`config.mk`:
```
export PLATFORM = sky130hd
export DESIGN_NAME = fsi_status_top
export DESIGN_NICKNAME = d
export VERILOG_FILES = /design/src/fsi_pkg.sv /design/src/fsi_status_bank.sv /design/src/fsi_status_top.sv
export SDC_FILE = /design/constraint.sdc
export NUM_CORES = 1
export LEC_CHECK = 0
export BUFFER_PORTS_ARGS = -buffer_cell sky130_fd_sc_hd__buf_2
export CAP_MARGIN = 40
export CORE_MARGIN = 1
export CORE_UTILIZATION = 54
export DETAILED_ROUTE_END_ITERATION = 7
export PLACE_DENSITY = 0.8
export SYNTH_ARGS = -nofsm -noshare
export SYNTH_HDL_FRONTEND = slang
export SYNTH_HIERARCHICAL = 1
export SYNTH_SLANG_ARGS = --single-unit
```
`constraint.sdc`:
```
create_clock -name clock -period 2.44 [get_ports clock]
set_clock_uncertainty 0.1 [all_clocks]
set_input_delay 0.244 -clock clock [delete_from_list [all_inputs] [get_ports clock]]
set_output_delay 0.244 -clock clock [all_outputs]
set_load 0.005 [all_outputs]
```
`src/fsi_pkg.sv`:
```
package fsi_pkg;

  // ----------------------------------------------------------------
  // Register offsets
  // ----------------------------------------------------------------
  localparam logic [7:0] ADDR_RECEIVE_INFORMATION = 8'h08;
  localparam logic [7:0] ADDR_SYNCHRONIZER_STATE = 8'h09;
  localparam logic [7:0] ADDR_PRIMARY_STATUS = 8'h0A;
  localparam logic [7:0] ADDR_SECONDARY_STATUS = 8'h0B;
  localparam logic [7:0] ADDR_SUMMARY_FIRST = 8'h0C;
  localparam logic [7:0] ADDR_SUMMARY_LAST = 8'h0E;
  localparam logic [7:0] ADDR_PRIMARY_IRQ_MASK = 8'h18;
  localparam logic [7:0] ADDR_SECONDARY_IRQ_MASK = 8'h19;

  // ----------------------------------------------------------------
  // Reset values
  // ----------------------------------------------------------------
  localparam logic [7:0] RESET_BYTE = 8'h00;
  localparam logic [5:0] RESET_SYNC_COUNT = 6'h00;

  // ----------------------------------------------------------------
  // Primary status bit positions
  // ----------------------------------------------------------------
  localparam int BIT_SIGNALING_ONES = 7;
  localparam int BIT_DISTANT_MF = 6;
  localparam int BIT_SIGNALING_ZEROS = 5;
  localparam int BIT_ELASTIC_SLIP = 4;
  localparam int BIT_UNFRAMED_ONES = 3;
  localparam int BIT_REMOTE_ALARM = 2;
  localparam int BIT_CARRIER_LOSS = 1;
  localparam int BIT_SYNC_LOSS = 0;

  // ----------------------------------------------------------------
  // Secondary status bit positions
  // ----------------------------------------------------------------
  localparam int BIT_RX_MF = 7;
  localparam int BIT_RX_ALIGN = 6;
  localparam int BIT_TX_MF = 5;
  localparam int BIT_ONE_SECOND = 4;
  localparam int BIT_TX_ALIGN = 3;
  localparam int BIT_TX_CLOCK_LOSS = 2;
  localparam int BIT_RX_CRC_MF = 1;
  localparam int BIT_PATTERN_DETECT = 0;

  // ----------------------------------------------------------------
  // Receive information bit positions
  // ----------------------------------------------------------------
  localparam int BIT_GAIN_HI = 7;
  localparam int BIT_GAIN_LO = 6;
  localparam int BIT_JITTER_TRIP = 5;
  localparam int BIT_ELASTIC_FULL = 4;
  localparam int BIT_ELASTIC_EMPTY = 3;
  localparam int BIT_CRC_RESYNC = 2;
  localparam int BIT_FRAME_RESYNC = 1;
  localparam int BIT_SIG_MF_RESYNC = 0;

  // ----------------------------------------------------------------
  // Flag behaviour classes: alarms follow level, levels latch on edge
  // ----------------------------------------------------------------
  localparam logic [7:0] PRIMARY_ALARM_BITS = 8'h0F;
  localparam logic [7:0] PRIMARY_LEVEL_BITS = 8'hE0;
  localparam logic [7:0] SECONDARY_ALARM_BITS = 8'h00;
  localparam logic [7:0] SECONDARY_LEVEL_BITS = 8'h05;
  localparam logic [7:0] INFO_ALARM_BITS = 8'hC0;
  localparam logic [7:0] INFO_LEVEL_BITS = 8'h00;

  // Synchronizer status layout
  localparam int SYNC_COUNT_WIDTH = 6;

endpackage

```
`src/fsi_status_bank.sv`:
```
`timescale 1ns/1ps
`default_nettype none
module fsi_status_bank
  import fsi_pkg::*;
#(
  parameter logic [7:0] ALARM_BITS = 8'h00,
  parameter logic [7:0] LEVEL_BITS = 8'h00,
  parameter bit IRQ_ENABLE = 1'b1
)
(
  input wire logic clock,
  input wire logic rst_n,
  input wire logic [7:0] cond,
  input wire logic mask_wr,
  input wire logic [7:0] wdata,
  input wire logic rd,
  input wire logic [7:0] irq_mask,
  output logic [7:0] view,
  output logic pending
);

  logic [7:0] prev;
  logic [7:0] held;
  logic [7:0] last_mask;
  logic [7:0] irq;
  logic [7:0] rise;
  logic [7:0] fall;
  logic [7:0] pulse_bits;
  logic [7:0] flag_set;
  logic [7:0] irq_set;
  logic [7:0] read_clear;

  // ----------------------------------------------------------------
  // Edge and class decode
  // ----------------------------------------------------------------
  assign pulse_bits = ~(ALARM_BITS | LEVEL_BITS);
  assign rise = cond & ~prev;
  assign fall = ~cond & prev;
  // Alarms re-set every cycle while present; levels only on edge
  assign flag_set = (ALARM_BITS & cond) | (LEVEL_BITS & rise)
    | (pulse_bits & cond);
  assign irq_set = (ALARM_BITS & (rise | fall))
    | (LEVEL_BITS & rise)
    | (pulse_bits & cond);
  // A read clears only the bits the host asked for last
  assign read_clear = rd ? last_mask : RESET_BYTE;

  // Condition history for edge detection
  always_ff @(posedge clock)
  begin
    if (!rst_n)
      prev <= RESET_BYTE;
    else
      prev <= cond;
  end

  // Hidden latch; set wins over a same-cycle read clear
  always_ff @(posedge clock)
  begin
    if (!rst_n)
      held <= RESET_BYTE;
    else
      held <= (held & ~read_clear) | flag_set;
  end

  // Readable copy refreshed only where the mask has a one
  always_ff @(posedge clock)
  begin
    if (!rst_n)
    begin
      view <= RESET_BYTE;
      last_mask <= RESET_BYTE;
    end
    else if (mask_wr)
    begin
      view <= (view & ~wdata) | (held & wdata);
      last_mask <= wdata;
    end
  end

  // Interrupt cause per bit, released by the read of its flag
  always_ff @(posedge clock)
  begin
    if (!rst_n || !IRQ_ENABLE)
      irq <= RESET_BYTE;
    else
      irq <= (irq & ~read_clear) | irq_set;
  end

  // Mask zero blocks the bit from the pin
  always_ff @(posedge clock)
  begin
    if (!rst_n)
      pending <= 1'b0;
    else
      pending <= |(irq & irq_mask);
  end

endmodule
`default_nettype wire

```
`src/fsi_status_top.sv`:
```
`timescale 1ns/1ps
`default_nettype none
module fsi_status_top
  import fsi_pkg::*;
#(
  parameter int NUM_PORTS = 4
)
(
  input wire logic clock,
  input wire logic rst_n,
  input wire logic host_cs,
  input wire logic host_wr,
  input wire logic host_rd,
  input wire logic [1:0] host_port,
  input wire logic [7:0] host_addr,
  input wire logic [7:0] host_wdata,
  output logic [7:0] host_rdata,
  output logic int_n,
  input wire logic [NUM_PORTS*8-1:0] primary_cond,
  input wire logic [NUM_PORTS*8-1:0] secondary_cond,
  input wire logic [NUM_PORTS*8-1:0] info_cond,
  input wire logic [NUM_PORTS-1:0] frame_align_search,
  input wire logic [NUM_PORTS-1:0] signaling_mf_search,
  input wire logic [NUM_PORTS-1:0] crc_mf_search,
  input wire logic [NUM_PORTS-1:0] crc_search_timeout,
  input wire logic [NUM_PORTS-1:0] crc_sync_found,
  input wire logic [NUM_PORTS-1:0] crc_mode_enable
);

  import fsi_pkg::*;

  // ----------------------------------------------------------------
  // Host access decode
  // ----------------------------------------------------------------
  logic wr_strobe;
  logic rd_strobe;
  logic hit_primary;
  logic hit_secondary;
  logic hit_info;
  logic hit_sync;
  logic hit_summary;
  logic hit_pmask;
  logic hit_smask;

  assign wr_strobe = host_cs && host_wr;
  assign rd_strobe = host_cs && host_rd && !host_wr;
  assign hit_primary = host_addr == ADDR_PRIMARY_STATUS;
  assign hit_secondary = host_addr == ADDR_SECONDARY_STATUS;
  assign hit_info = host_addr == ADDR_RECEIVE_INFORMATION;
  assign hit_sync = host_addr == ADDR_SYNCHRONIZER_STATE;
  // Any address from 0x0C to 0x0E shows the summary
  assign hit_summary = (host_addr >= ADDR_SUMMARY_FIRST)
    && (host_addr <= ADDR_SUMMARY_LAST);
  assign hit_pmask = host_addr == ADDR_PRIMARY_IRQ_MASK;
  assign hit_smask = host_addr == ADDR_SECONDARY_IRQ_MASK;

  // ----------------------------------------------------------------
  // Per-port storage views
  // ----------------------------------------------------------------
  logic [7:0] primary_view [NUM_PORTS];
  logic [7:0] secondary_view [NUM_PORTS];
  logic [7:0] info_view [NUM_PORTS];
  logic [7:0] primary_irq_mask [NUM_PORTS];
  logic [7:0] secondary_irq_mask [NUM_PORTS];
  logic [7:0] synchronizer_state_reg [NUM_PORTS];
  logic [SYNC_COUNT_WIDTH-1:0] crc_sync_count [NUM_PORTS];
  logic [NUM_PORTS-1:0] primary_pending;
  logic [NUM_PORTS-1:0] secondary_pending;
  logic [7:0] summary;

  genvar p;
  generate
    for (p = 0; p < NUM_PORTS; p = p + 1)
    begin : g_port
      logic sel;
      assign sel = host_port == 2'(p);

      // Primary status: line alarms, signaling events, slip
      fsi_status_bank #(
        .ALARM_BITS(PRIMARY_ALARM_BITS),
        .LEVEL_BITS(PRIMARY_LEVEL_BITS),
        .IRQ_ENABLE(1'b1)
      ) u_primary (
        .clock(clock),
        .rst_n(rst_n),
        .cond(primary_cond[p*8 +: 8]),
        .mask_wr(wr_strobe && sel && hit_primary),
        .wdata(host_wdata),
        .rd(rd_strobe && sel && hit_primary),
        .irq_mask(primary_irq_mask[p]),
        .view(primary_view[p]),
        .pending(primary_pending[p])
      );

      // Secondary status: frame timing events and conditions
      fsi_status_bank #(
        .ALARM_BITS(SECONDARY_ALARM_BITS),
        .LEVEL_BITS(SECONDARY_LEVEL_BITS),
        .IRQ_ENABLE(1'b1)
      ) u_secondary (
        .clock(clock),
        .rst_n(rst_n),
        .cond(secondary_cond[p*8 +: 8]),
        .mask_wr(wr_strobe && sel && hit_secondary),
        .wdata(host_wdata),
        .rd(rd_strobe && sel && hit_secondary),
        .irq_mask(secondary_irq_mask[p]),
        .view(secondary_view[p]),
        .pending(secondary_pending[p])
      );

      // Receive information: gain band latched while present, rest pulse
      fsi_status_bank #(
        .ALARM_BITS(INFO_ALARM_BITS),
        .LEVEL_BITS(INFO_LEVEL_BITS),
        .IRQ_ENABLE(1'b0)
      ) u_info (
        .clock(clock),
        .rst_n(rst_n),
        .cond(info_cond[p*8 +: 8]),
        .mask_wr(wr_strobe && sel && hit_info),
        .wdata(host_wdata),
        .rd(rd_strobe && sel && hit_info),
        .irq_mask(RESET_BYTE),
        .view(info_view[p]),
        .pending()
      );

      // Interrupt mask registers, written directly by the host
      always_ff @(posedge clock)
      begin
        if (!rst_n)
        begin
          primary_irq_mask[p] <= RESET_BYTE;
          secondary_irq_mask[p] <= RESET_BYTE;
        end
        else if (wr_strobe && sel)
        begin
          if (hit_pmask)
            primary_irq_mask[p] <= host_wdata;
          if (hit_smask)
            secondary_irq_mask[p] <= host_wdata;
        end
      end

      // CRC sync counter; disable and lock take priority
      always_ff @(posedge clock)
      begin
        if (!rst_n)
          crc_sync_count[p] <= RESET_SYNC_COUNT;
        else if (crc_sync_found[p] || !crc_mode_enable[p])
          crc_sync_count[p] <= RESET_SYNC_COUNT;
        else if (crc_search_timeout[p])
          crc_sync_count[p] <= crc_sync_count[p] + 6'h01;
      end

      // Live synchronizer view; counter bit 1 is not exposed
      assign synchronizer_state_reg[p] = {
        crc_sync_count[p][5:2],
        crc_sync_count[p][0],
        frame_align_search[p],
        signaling_mf_search[p],
        crc_mf_search[p]
      };

      // Summary pairs per port: primary low, secondary high
      assign summary[2*p] = primary_pending[p];
      assign summary[2*p+1] = secondary_pending[p];
    end
  endgenerate

  // ----------------------------------------------------------------
  // Read data, one cycle after the read strobe
  // ----------------------------------------------------------------
  logic [7:0] next_rdata;

  // Unmapped addresses answer zero
  always_comb
  begin
    next_rdata = RESET_BYTE;
    if (hit_primary)
      next_rdata = primary_view[host_port];
    else if (hit_secondary)
      next_rdata = secondary_view[host_port];
    else if (hit_info)
      next_rdata = info_view[host_port];
    else if (hit_sync)
      next_rdata = synchronizer_state_reg[host_port];
    else if (hit_summary)
      next_rdata = summary;
    else if (hit_pmask)
      next_rdata = primary_irq_mask[host_port];
    else if (hit_smask)
      next_rdata = secondary_irq_mask[host_port];
  end

  // Read data holds until the next read
  always_ff @(posedge clock)
  begin
    if (!rst_n)
      host_rdata <= RESET_BYTE;
    else if (rd_strobe)
      host_rdata <= next_rdata;
  end

  // ----------------------------------------------------------------
  // Shared interrupt pin
  // ----------------------------------------------------------------
  // Registered so the pin never glitches during decode
  always_ff @(posedge clock)
  begin
    if (!rst_n)
      int_n <= 1'b1;
    else
      int_n <= ~(|summary);
  end

endmodule
`default_nettype wire

```
Word level (Yosys, flattened, before mapping) --
Memory sizes are Yosys's and may differ from the RTL's. Index checks and enable logic that the tools add are counted.
Word-level totals: bits in writable memories 88, register bits after elaboration 413, logic and storage cells 405, memories 3, input bits 143, output and inout bits 9
Memories:
- primary_irq_mask | depth 4, width 8, read ports 5, clocked after Yosys merged registers in 0, wr ports 4, RTL line fsi_status_top.sv:63 | logic [7:0] primary_irq_mask [NUM_PORTS];
- secondary_irq_mask | depth 4, width 8, read ports 5, clocked after Yosys merged registers in 0, wr ports 4, RTL line fsi_status_top.sv:64 | logic [7:0] secondary_irq_mask [NUM_PORTS];
- crc_sync_count | depth 4, width 6, read ports 4, clocked after Yosys merged registers in 0, wr ports 4, RTL line fsi_status_top.sv:66 | logic [SYNC_COUNT_WIDTH-1:0] crc_sync_count [NUM_PORTS];
Operators by class: equality and inequality tests 9, bitwise operators 167, mux-type cells 102, add/subtract/negate cells 4, reductions and logical operators 55, $lt $le $gt $ge 3
Operator list (count):
- $and A8 B8 Y8 | 56
- $mux W8 | 35
- $or A8 B8 Y8 | 32
- $not A8 Y8 | 17
- $reduce_or A8 Y1 | 9
- $bmux W8 S2 | 4
- $or A4 B8 Y8 | 8
- $or A8 B5 Y8 | 8
- $mux W1 | 55
- $mux W6 | 8
- $logic_and A1 B1 Y1 | 36
- $eq A8 B4 Y1 const B | 4
- $or A3 B8 Y8 | 4
- $or A8 B6 Y8 | 4
- $add A6 B1 Y6 const B | 4
- $and A4 B4 Y4 | 4
- $eq A8 B5 Y1 const B | 2
- $not A4 Y4 | 4
- $or A1 B1 Y1 | 16
- $or A4 B4 Y4 | 4
- $and A3 B3 Y3 | 4
- $not A3 Y3 | 4
- $ge A8 B4 Y1 const B | 1
- $le A8 B4 Y1 const B | 1
- 8 further kinds | 16

Logic depth before layout (Yosys ltp) --
Gate-level depths: netlist of run 1.
depth after elaboration 8, mapped depth 10

Modules after synthesis --
Netlist of run 1, hierarchy kept.
By module, submodules not included:
- fsi_status_bank at g_port[0].u_primary ... | cells each 140, area each 1526.5 µm², times used 4
- fsi_status_top | cells each 488, area each 5944.5 µm², times used 1
- fsi_status_bank at g_port[0].u_secondary ... | cells each 124, area each 1338.8 µm², times used 4
- fsi_status_bank at g_port[0].u_info ... | cells each 103, area each 922.1 µm², times used 4

Least setup slack after synthesis of run 1 --
OpenSTA, ideal clock, no wires.
path kind in2reg, from in host_addr[0], to mem secondary_irq_mask[0][0], enable pin, setup slack 0.048 ns, library setup time 0.384 ns, path buffers 3, stages on the path 5, arrival time 1.908 ns, cells stage by stage clkbuf_1 -> clkbuf_1 -> clkbuf_1 -> nand3_1 -> o21ai_0
RTL lines:
- start, declared | RTL line fsi_status_top.sv:15 | input wire logic [7:0] host_addr,
- end, declared | RTL line fsi_status_top.sv:64

==> results of run 1 <==
## power breakdown
part / total [uW] / switching [uW] / internal [uW]
Combinational: 1290 / 664 / 631
Clock: 7530 / 3100 / 4430
Sequential: 8820 / 227 / 8590
## layout make-up
class                           count  area share
Antenna cell                        7    0.000698
Inverter                           49     0.00733
Sequential cell                   493       0.428
Clock buffer                       84      0.0619
Clock inverter                      8     0.00274
Multi-Input combinational cell   1299       0.375
Timing Repair Buffer              321      0.0981
Tap cell                          511      0.0255
## path summary, 6_finish.rpt
path                                                 end  slack, ps                     startpoint  cells after the start
worst max register to register             host_rdata[4]        530           crc_sync_count[3][2]                      4
worst min register to register  g_port[0].u_info/held[7]        330  g_port[0].u_info/last_mask[7]                      1
worst min-delay path                       host_rdata[2]         70                   host_addr[7]                      5
worst max-delay path                       host_rdata[4]        530           crc_sync_count[3][2]                      4
## cell usage in the layout, fill, tap and decap left out, types with 10 or more instances in the layout
cell type and count:
dfxtp_1 405, buf_2 149, a21boi_0 136, nor2_1 116, o21a_1 116, and2_1 105
nand2_1 100, dlygate4sd3_1 97, mux2i_1 96, edfxtp_1 88, nand3_1 84, a21oi_1 67
buf_4 60, clkbuf_16 54, a21bo_2 48, inv_1 45, mux4_2 42, o21ai_0 40
a22oi_1 38, a31oi_1 34, nand2b_1 34, a21bo_1 32, nor2b_1 30, xnor2_1 24
o21ai_1 21, clkbuf_1 21, a21oi_2 20, buf_12 14, mux2_2 11, nor2_2 10
clkbuf_8 10
## what timing repair did
action                                 in CTS  in global routing
endpoints found under the hold margin     174                  0
hold buffers                               97                  0
setup buffers                               0                  0
## per-layer routing
metal  up-vias  share of wire  track usage
li1       7505              -            -
met5         -              0            0
met1      7777           0.42        0.404
met3       125          0.091       0.0658
met4         0          0.036        0.115
met2       623           0.45        0.459
## critical path, stage by stage, from the launching register on
cell and delay, ps:
edfxtp_1 450, mux4_2 530, nand2b_1 210, a221oi_1 410, o21ai_1 90
## metrics by stage
| step | hold slack (ps) | cells | power, uW | utilization |
|---|---|---|---|---|
| 5_1_grt | 70.6 | 2771 | 18200 | 0.660 |
| 4_1_cts | 15.5 | 2765 | 17700 | 0.659 |
| 3_5_place_dp | 320 | 2576 | 10100 | 0.591 |
| 3_3_place_gp | 316 | 2576 | 10100 | 0.591 |
| 2_1_floorplan | 266 | 1947 | 9560 | - |
| 6_report | 70.9 | 2772 | 17600 | 0.660 |
==> summary.txt, run 1 <==
Outcome -> finished clean
Synth-to-layout area growth -> 19.2%
Critical path required time -> 2800 ps
Worst-Skew Late Latency -> 580 ps
Max Clk Rate -> 523 MHz
Layout cell share with drive strength beyond 1 -> 0.199
H-tree depth -> 2
Sum of negative setup slack -> 0 ps
DRT Pass-1 Iters -> 5
Final Max Slew Viols -> 0
Crit Path Max Fanout -> 4
Routed WL -> 58.5 mm
Endpoints failing hold -> 0
Final global-route overflow total -> 0
Register Area -> 10800 um^2
Max Root-Sink Buffers -> 3
Syn Nets -> 2094
Crit path launch type -> register
Syn. warnings -> 6
CTS tree -> yes
CP Data Arrival Time -> 2270 ps
Nets@finish -> 2361
Worst-path clk slew -> 60 ps
Slew margin rel. -> 0.489
DIE WIDTH -> 199 um
Core area -> 38000 um^2
Tmin final -> 1910 ps
Max cap viols -> 0
# clock sinks -> 493
Buffers on Ports -> 151
Final setup viols -> 0
Cts bufs inserted -> 50
CP endpoint kind -> register
Syn Inst Count -> 1947
Post-DR wirelength/cell -> 21.1 um
Die Area -> 39800 um^2
Hold Crit Class -> input port to register
Max IR drop VDD -> 446 uV
DP HPWL -> 40.5 mm
Vias in the first global route -> 15700
Initial antenna violation count -> 8
Starting Density -> 0.554
Cell area after layout -> 25100 um^2
DR vias/cell -> 5.78
# fillers -> 2962
Unrepaired setup endpoints after global routing -> false
DRT iter0 DRCs -> 1197
Fin crit share -> 0.783
Total track usage -> 0.296
Post-Place Worst Slack -> 78.4 ps
Vert. Die Dim -> 199 um
Worst slew pin tran -> 766 ps
Final WS setup -> 530 ps
Largest net degree at the start of global routing -> 124
Routed vias -> 16000
GP Congestion -> 0.950
Root Driver -> clkbuf_16
Drt drc -> 0
First-pass GRT wire length -> 89.3 mm
Leak Pwr -> 0.00951 uW
Setup CP Type -> register to register
PD cells -> 703 nW/um^2
Placed cell area -> 22500 um^2
Post-CTS resize count -> 0
# rows -> 71
IO Count -> 152
Multi-input gate area in the final layout -> 9420 um^2
Synthesized area per cell -> 10.8 um^2
Mapped Area -> 21000 um^2
Antenna-violating nets left -> 0
No activity file was read; power rests on OpenSTA's default activity.
==> run 2, diff against run 1 <==
==> constraint.sdc (replaced) <==
create_clock -name clock -period 1.64 [get_ports clock]
set_clock_uncertainty 0.1 [all_clocks]
set_input_delay 0.164 -clock clock [delete_from_list [all_inputs] [get_ports clock]]
set_output_delay 0.164 -clock clock [all_outputs]
set_load 0.005 [all_outputs]
==> run 2 against run 1 <==
Compared with the run above: the flow now finishes with violations (negative setup slack); fmax increased by 11%; critical path depth is the same; via count rose by 5.3%; design area up 7.3%; power grew 53%; critical path type unchanged; sequential power grew 49%; flip-flop and latch count did not move; sequential share of layout area shrank 2.9 points.
==> summary.txt, run 2 (same netlist as run 1, synthesis figures left out) <==
Most frequent cells in the layout -> dfxtp_1 (405), buf_4 (176), buf_2 (149) (was dfxtp_1 (405), buf_2 (149), a21boi_0 (136))
Cts bufs inserted -> 50 (unchanged)
# fillers -> 2753 (was 2962)
Layout Cells excl Fill -> 2909 (was 2772)
Final WS setup -> -88.0 ps (was 530 ps)
Total track usage -> 0.311 (was 0.296)
Final Max Slew Viols -> 0 (unchanged)
DRT iter0 DRCs -> 1388 (was 1197)
Synth-to-layout area growth -> 27.9% (was 19.2%)
Slew margin rel. -> 0.644 (was 0.489)
Die Area -> 39800 um^2 (unchanged)
Buffers on Ports -> 151 (unchanged)
Critical path required time -> 2010 ps (was 2800 ps)
# rows -> 71 (unchanged)
Worst slew pin tran -> 533 ps (was 766 ps)
Drt drc -> 0 (unchanged)
Final setup viols -> 6 (was 0)
Worst-Skew Late Latency -> 590 ps (was 580 ps)
Hold Crit Class -> input port to register (unchanged)
DR vias/cell -> 5.80 (was 5.78)
Routed vias -> 16900 (was 16000)
Placed cell area -> 24000 um^2 (was 22500 um^2)
# clock sinks -> 493 (unchanged)
CP Data Arrival Time -> 2100 ps (was 2270 ps)
Final core utilization -> 0.708 (was 0.660)
Starting Density -> 0.554 (unchanged)
Max Used Layer -> met5 (was met4)
Placed cell count -> 2700 (was 2576)
Register Area -> 10800 um^2 (unchanged)
GP Congestion -> 1.01 (was 0.950)
Outcome -> finished, violations left (was finished clean)
Max Root-Sink Buffers -> 3 (unchanged)
H-tree depth -> 2 (unchanged)
Met3 WL -> 5.05 mm (was 5.32 mm)
Failing checks -> negative setup slack
Cell area after layout -> 26900 um^2 (was 25100 um^2)
Worst-path clk slew -> 60 ps (about the same)
Routed WL -> 61.9 mm (was 58.5 mm)
CP endpoint kind -> register (unchanged)
DR WL met2 -> 28.4 mm (was 26.4 mm)
Max incr delay on CP -> 480 ps (was 530 ps)
Antenna-violating nets left -> 0 (unchanged)
Commonest non-fill, non-tap cell in the layout -> dfxtp_1 (unchanged)
CP delay by family, top -> compound AO/OA/AOI/OAI gates (was multiplexers)
Core area -> 38000 um^2 (unchanged)
Met1 wire length -> 26.0 mm (was 24.6 mm)
Final global-route overflow total -> 0 (unchanged)
Sum of negative setup slack -> -291 ps (was 0 ps)
Post-DR wirelength/cell -> 21.3 um (was 21.1 um)
Vert. Die Dim -> 199 um (unchanged)
DRT Pass-1 Iters -> 5 (unchanged)
DP HPWL -> 41.9 mm (was 40.5 mm)
Largest net degree at the start of global routing -> 88 (was 124)
Crit path launch type -> register (unchanged)
Vias in the first global route -> 16600 (was 15700)
Max Clk Rate -> 579 MHz (was 523 MHz)
Layout cell share with drive strength beyond 1 -> 0.277 (was 0.199)
Endpoints failing hold -> 0 (unchanged)
Initial antenna violation count -> 6 (was 8)
Critical path buffers and inverters -> 0 (unchanged)
CP Cell Sequence -> mux4_2, a22o_1, a221oi_4, o21ai_1 (was mux4_2, nand2b_1, a221oi_1, o21ai_1)
Setup CP Type -> register to register (unchanged)
IO Count -> 152 (unchanged)
Tmin final -> 1730 ps (was 1910 ps)
Leak Pwr -> 0.0106 uW (was 0.00951 uW)
CTS tree -> yes (unchanged)
Max IR drop VDD -> 678 uV (was 446 uV)
Fin crit share -> 1.05 (was 0.783)
Max cap viols -> 0 (unchanged)
CP max stage cell -> mux4_2 (unchanged)
First-pass GRT wire length -> 93.6 mm (was 89.3 mm)
Nets@finish -> 2503 (was 2361)
Total power -> 27100 uW (was 17600 uW)
Multi-input gate area in the final layout -> 9900 um^2 (was 9420 um^2)
Crit Path Max Fanout -> 2 (was 4)
Unrepaired setup endpoints after global routing -> true (was false)
DIE WIDTH -> 199 um (unchanged)
PD cells -> 1010 nW/um^2 (was 703 nW/um^2)
Root Driver -> clkbuf_16 (unchanged)
## run 2: cell types whose count changed in the layout (fill, tap and decap cells not counted), moves of 14 or more
cell / change
buf_4: +116
nand2_4: +19
a21boi_0: -46
clkbuf_1: -14
nand2_1: -22
buf_12: +16
a21boi_1: +46
## run 2: what timing repair did
| item | CTS | global route |
|---|---|---|
| hold buffers | 107 | 0 |
| endpoints found under the hold margin | 238 | 0 |
| setup endpoints to repair | 8 | 8 |
| resized for setup | 14 | 7 |
| pin swaps | 3 | 3 |
| buffers inserted | 4 | 5 |
## run 2: report_power, final
part	internal, uW	leakage, uW	switching [uW]
clock network	6740	0.000841	4930
registers	12800	0.00422	331
logic	1180	0.00553	1120
total	20700	0.0106	6380
## run 2: layer usage
metal  GRT usage  vias up
li1            -     7807
met1       0.421     8217
met2       0.489      691
met3      0.0626      157
met4       0.124        8
met5           0        -
## run 2: final timing paths
| path | endpoint | start | slack (ps) | cells past startpoint |
|---|---|---|---|---|
| worst max-delay path | host_rdata[3] | secondary_irq_mask[1][3] | -90 | 4 |
| worst min-delay path | crc_sync_count[3][1] | crc_sync_found[3] | 10 | 3 |
| worst max register to register | host_rdata[3] | secondary_irq_mask[1][3] | -90 | 4 |
| worst min register to register | g_port[1].u_info/held[7] | g_port[1].u_info/last_mask[7] | 330 | 1 |
## run 2: final cells by class
cell class | count | area share
clock buffer | 70 | 0.0558
inverter | 49 | 0.00683
multi-input combinational | 1299 | 0.368
sequential | 493 | 0.399
tap | 511 | 0.0237
clock inverter | 22 | 0.00693
timing repair buffer | 463 | 0.139
antenna | 2 | 0.000186
## run 2: stage by stage
stage	setup WS [ps]	hold WS [ps]
6_report	-88.0	11.3
5_1_grt	-124	31.5
4_1_cts	-42.0	2.73
3_5_place_dp	-613	279
3_3_place_gp	-531	273
2_1_floorplan	-446	186
## run 2: worst register-to-register path: stages, from the launching register on
cell and delay [ps]:
edfxtp_1 450, mux4_2 480, a22o_1 280, a221oi_4 230, o21ai_1 90
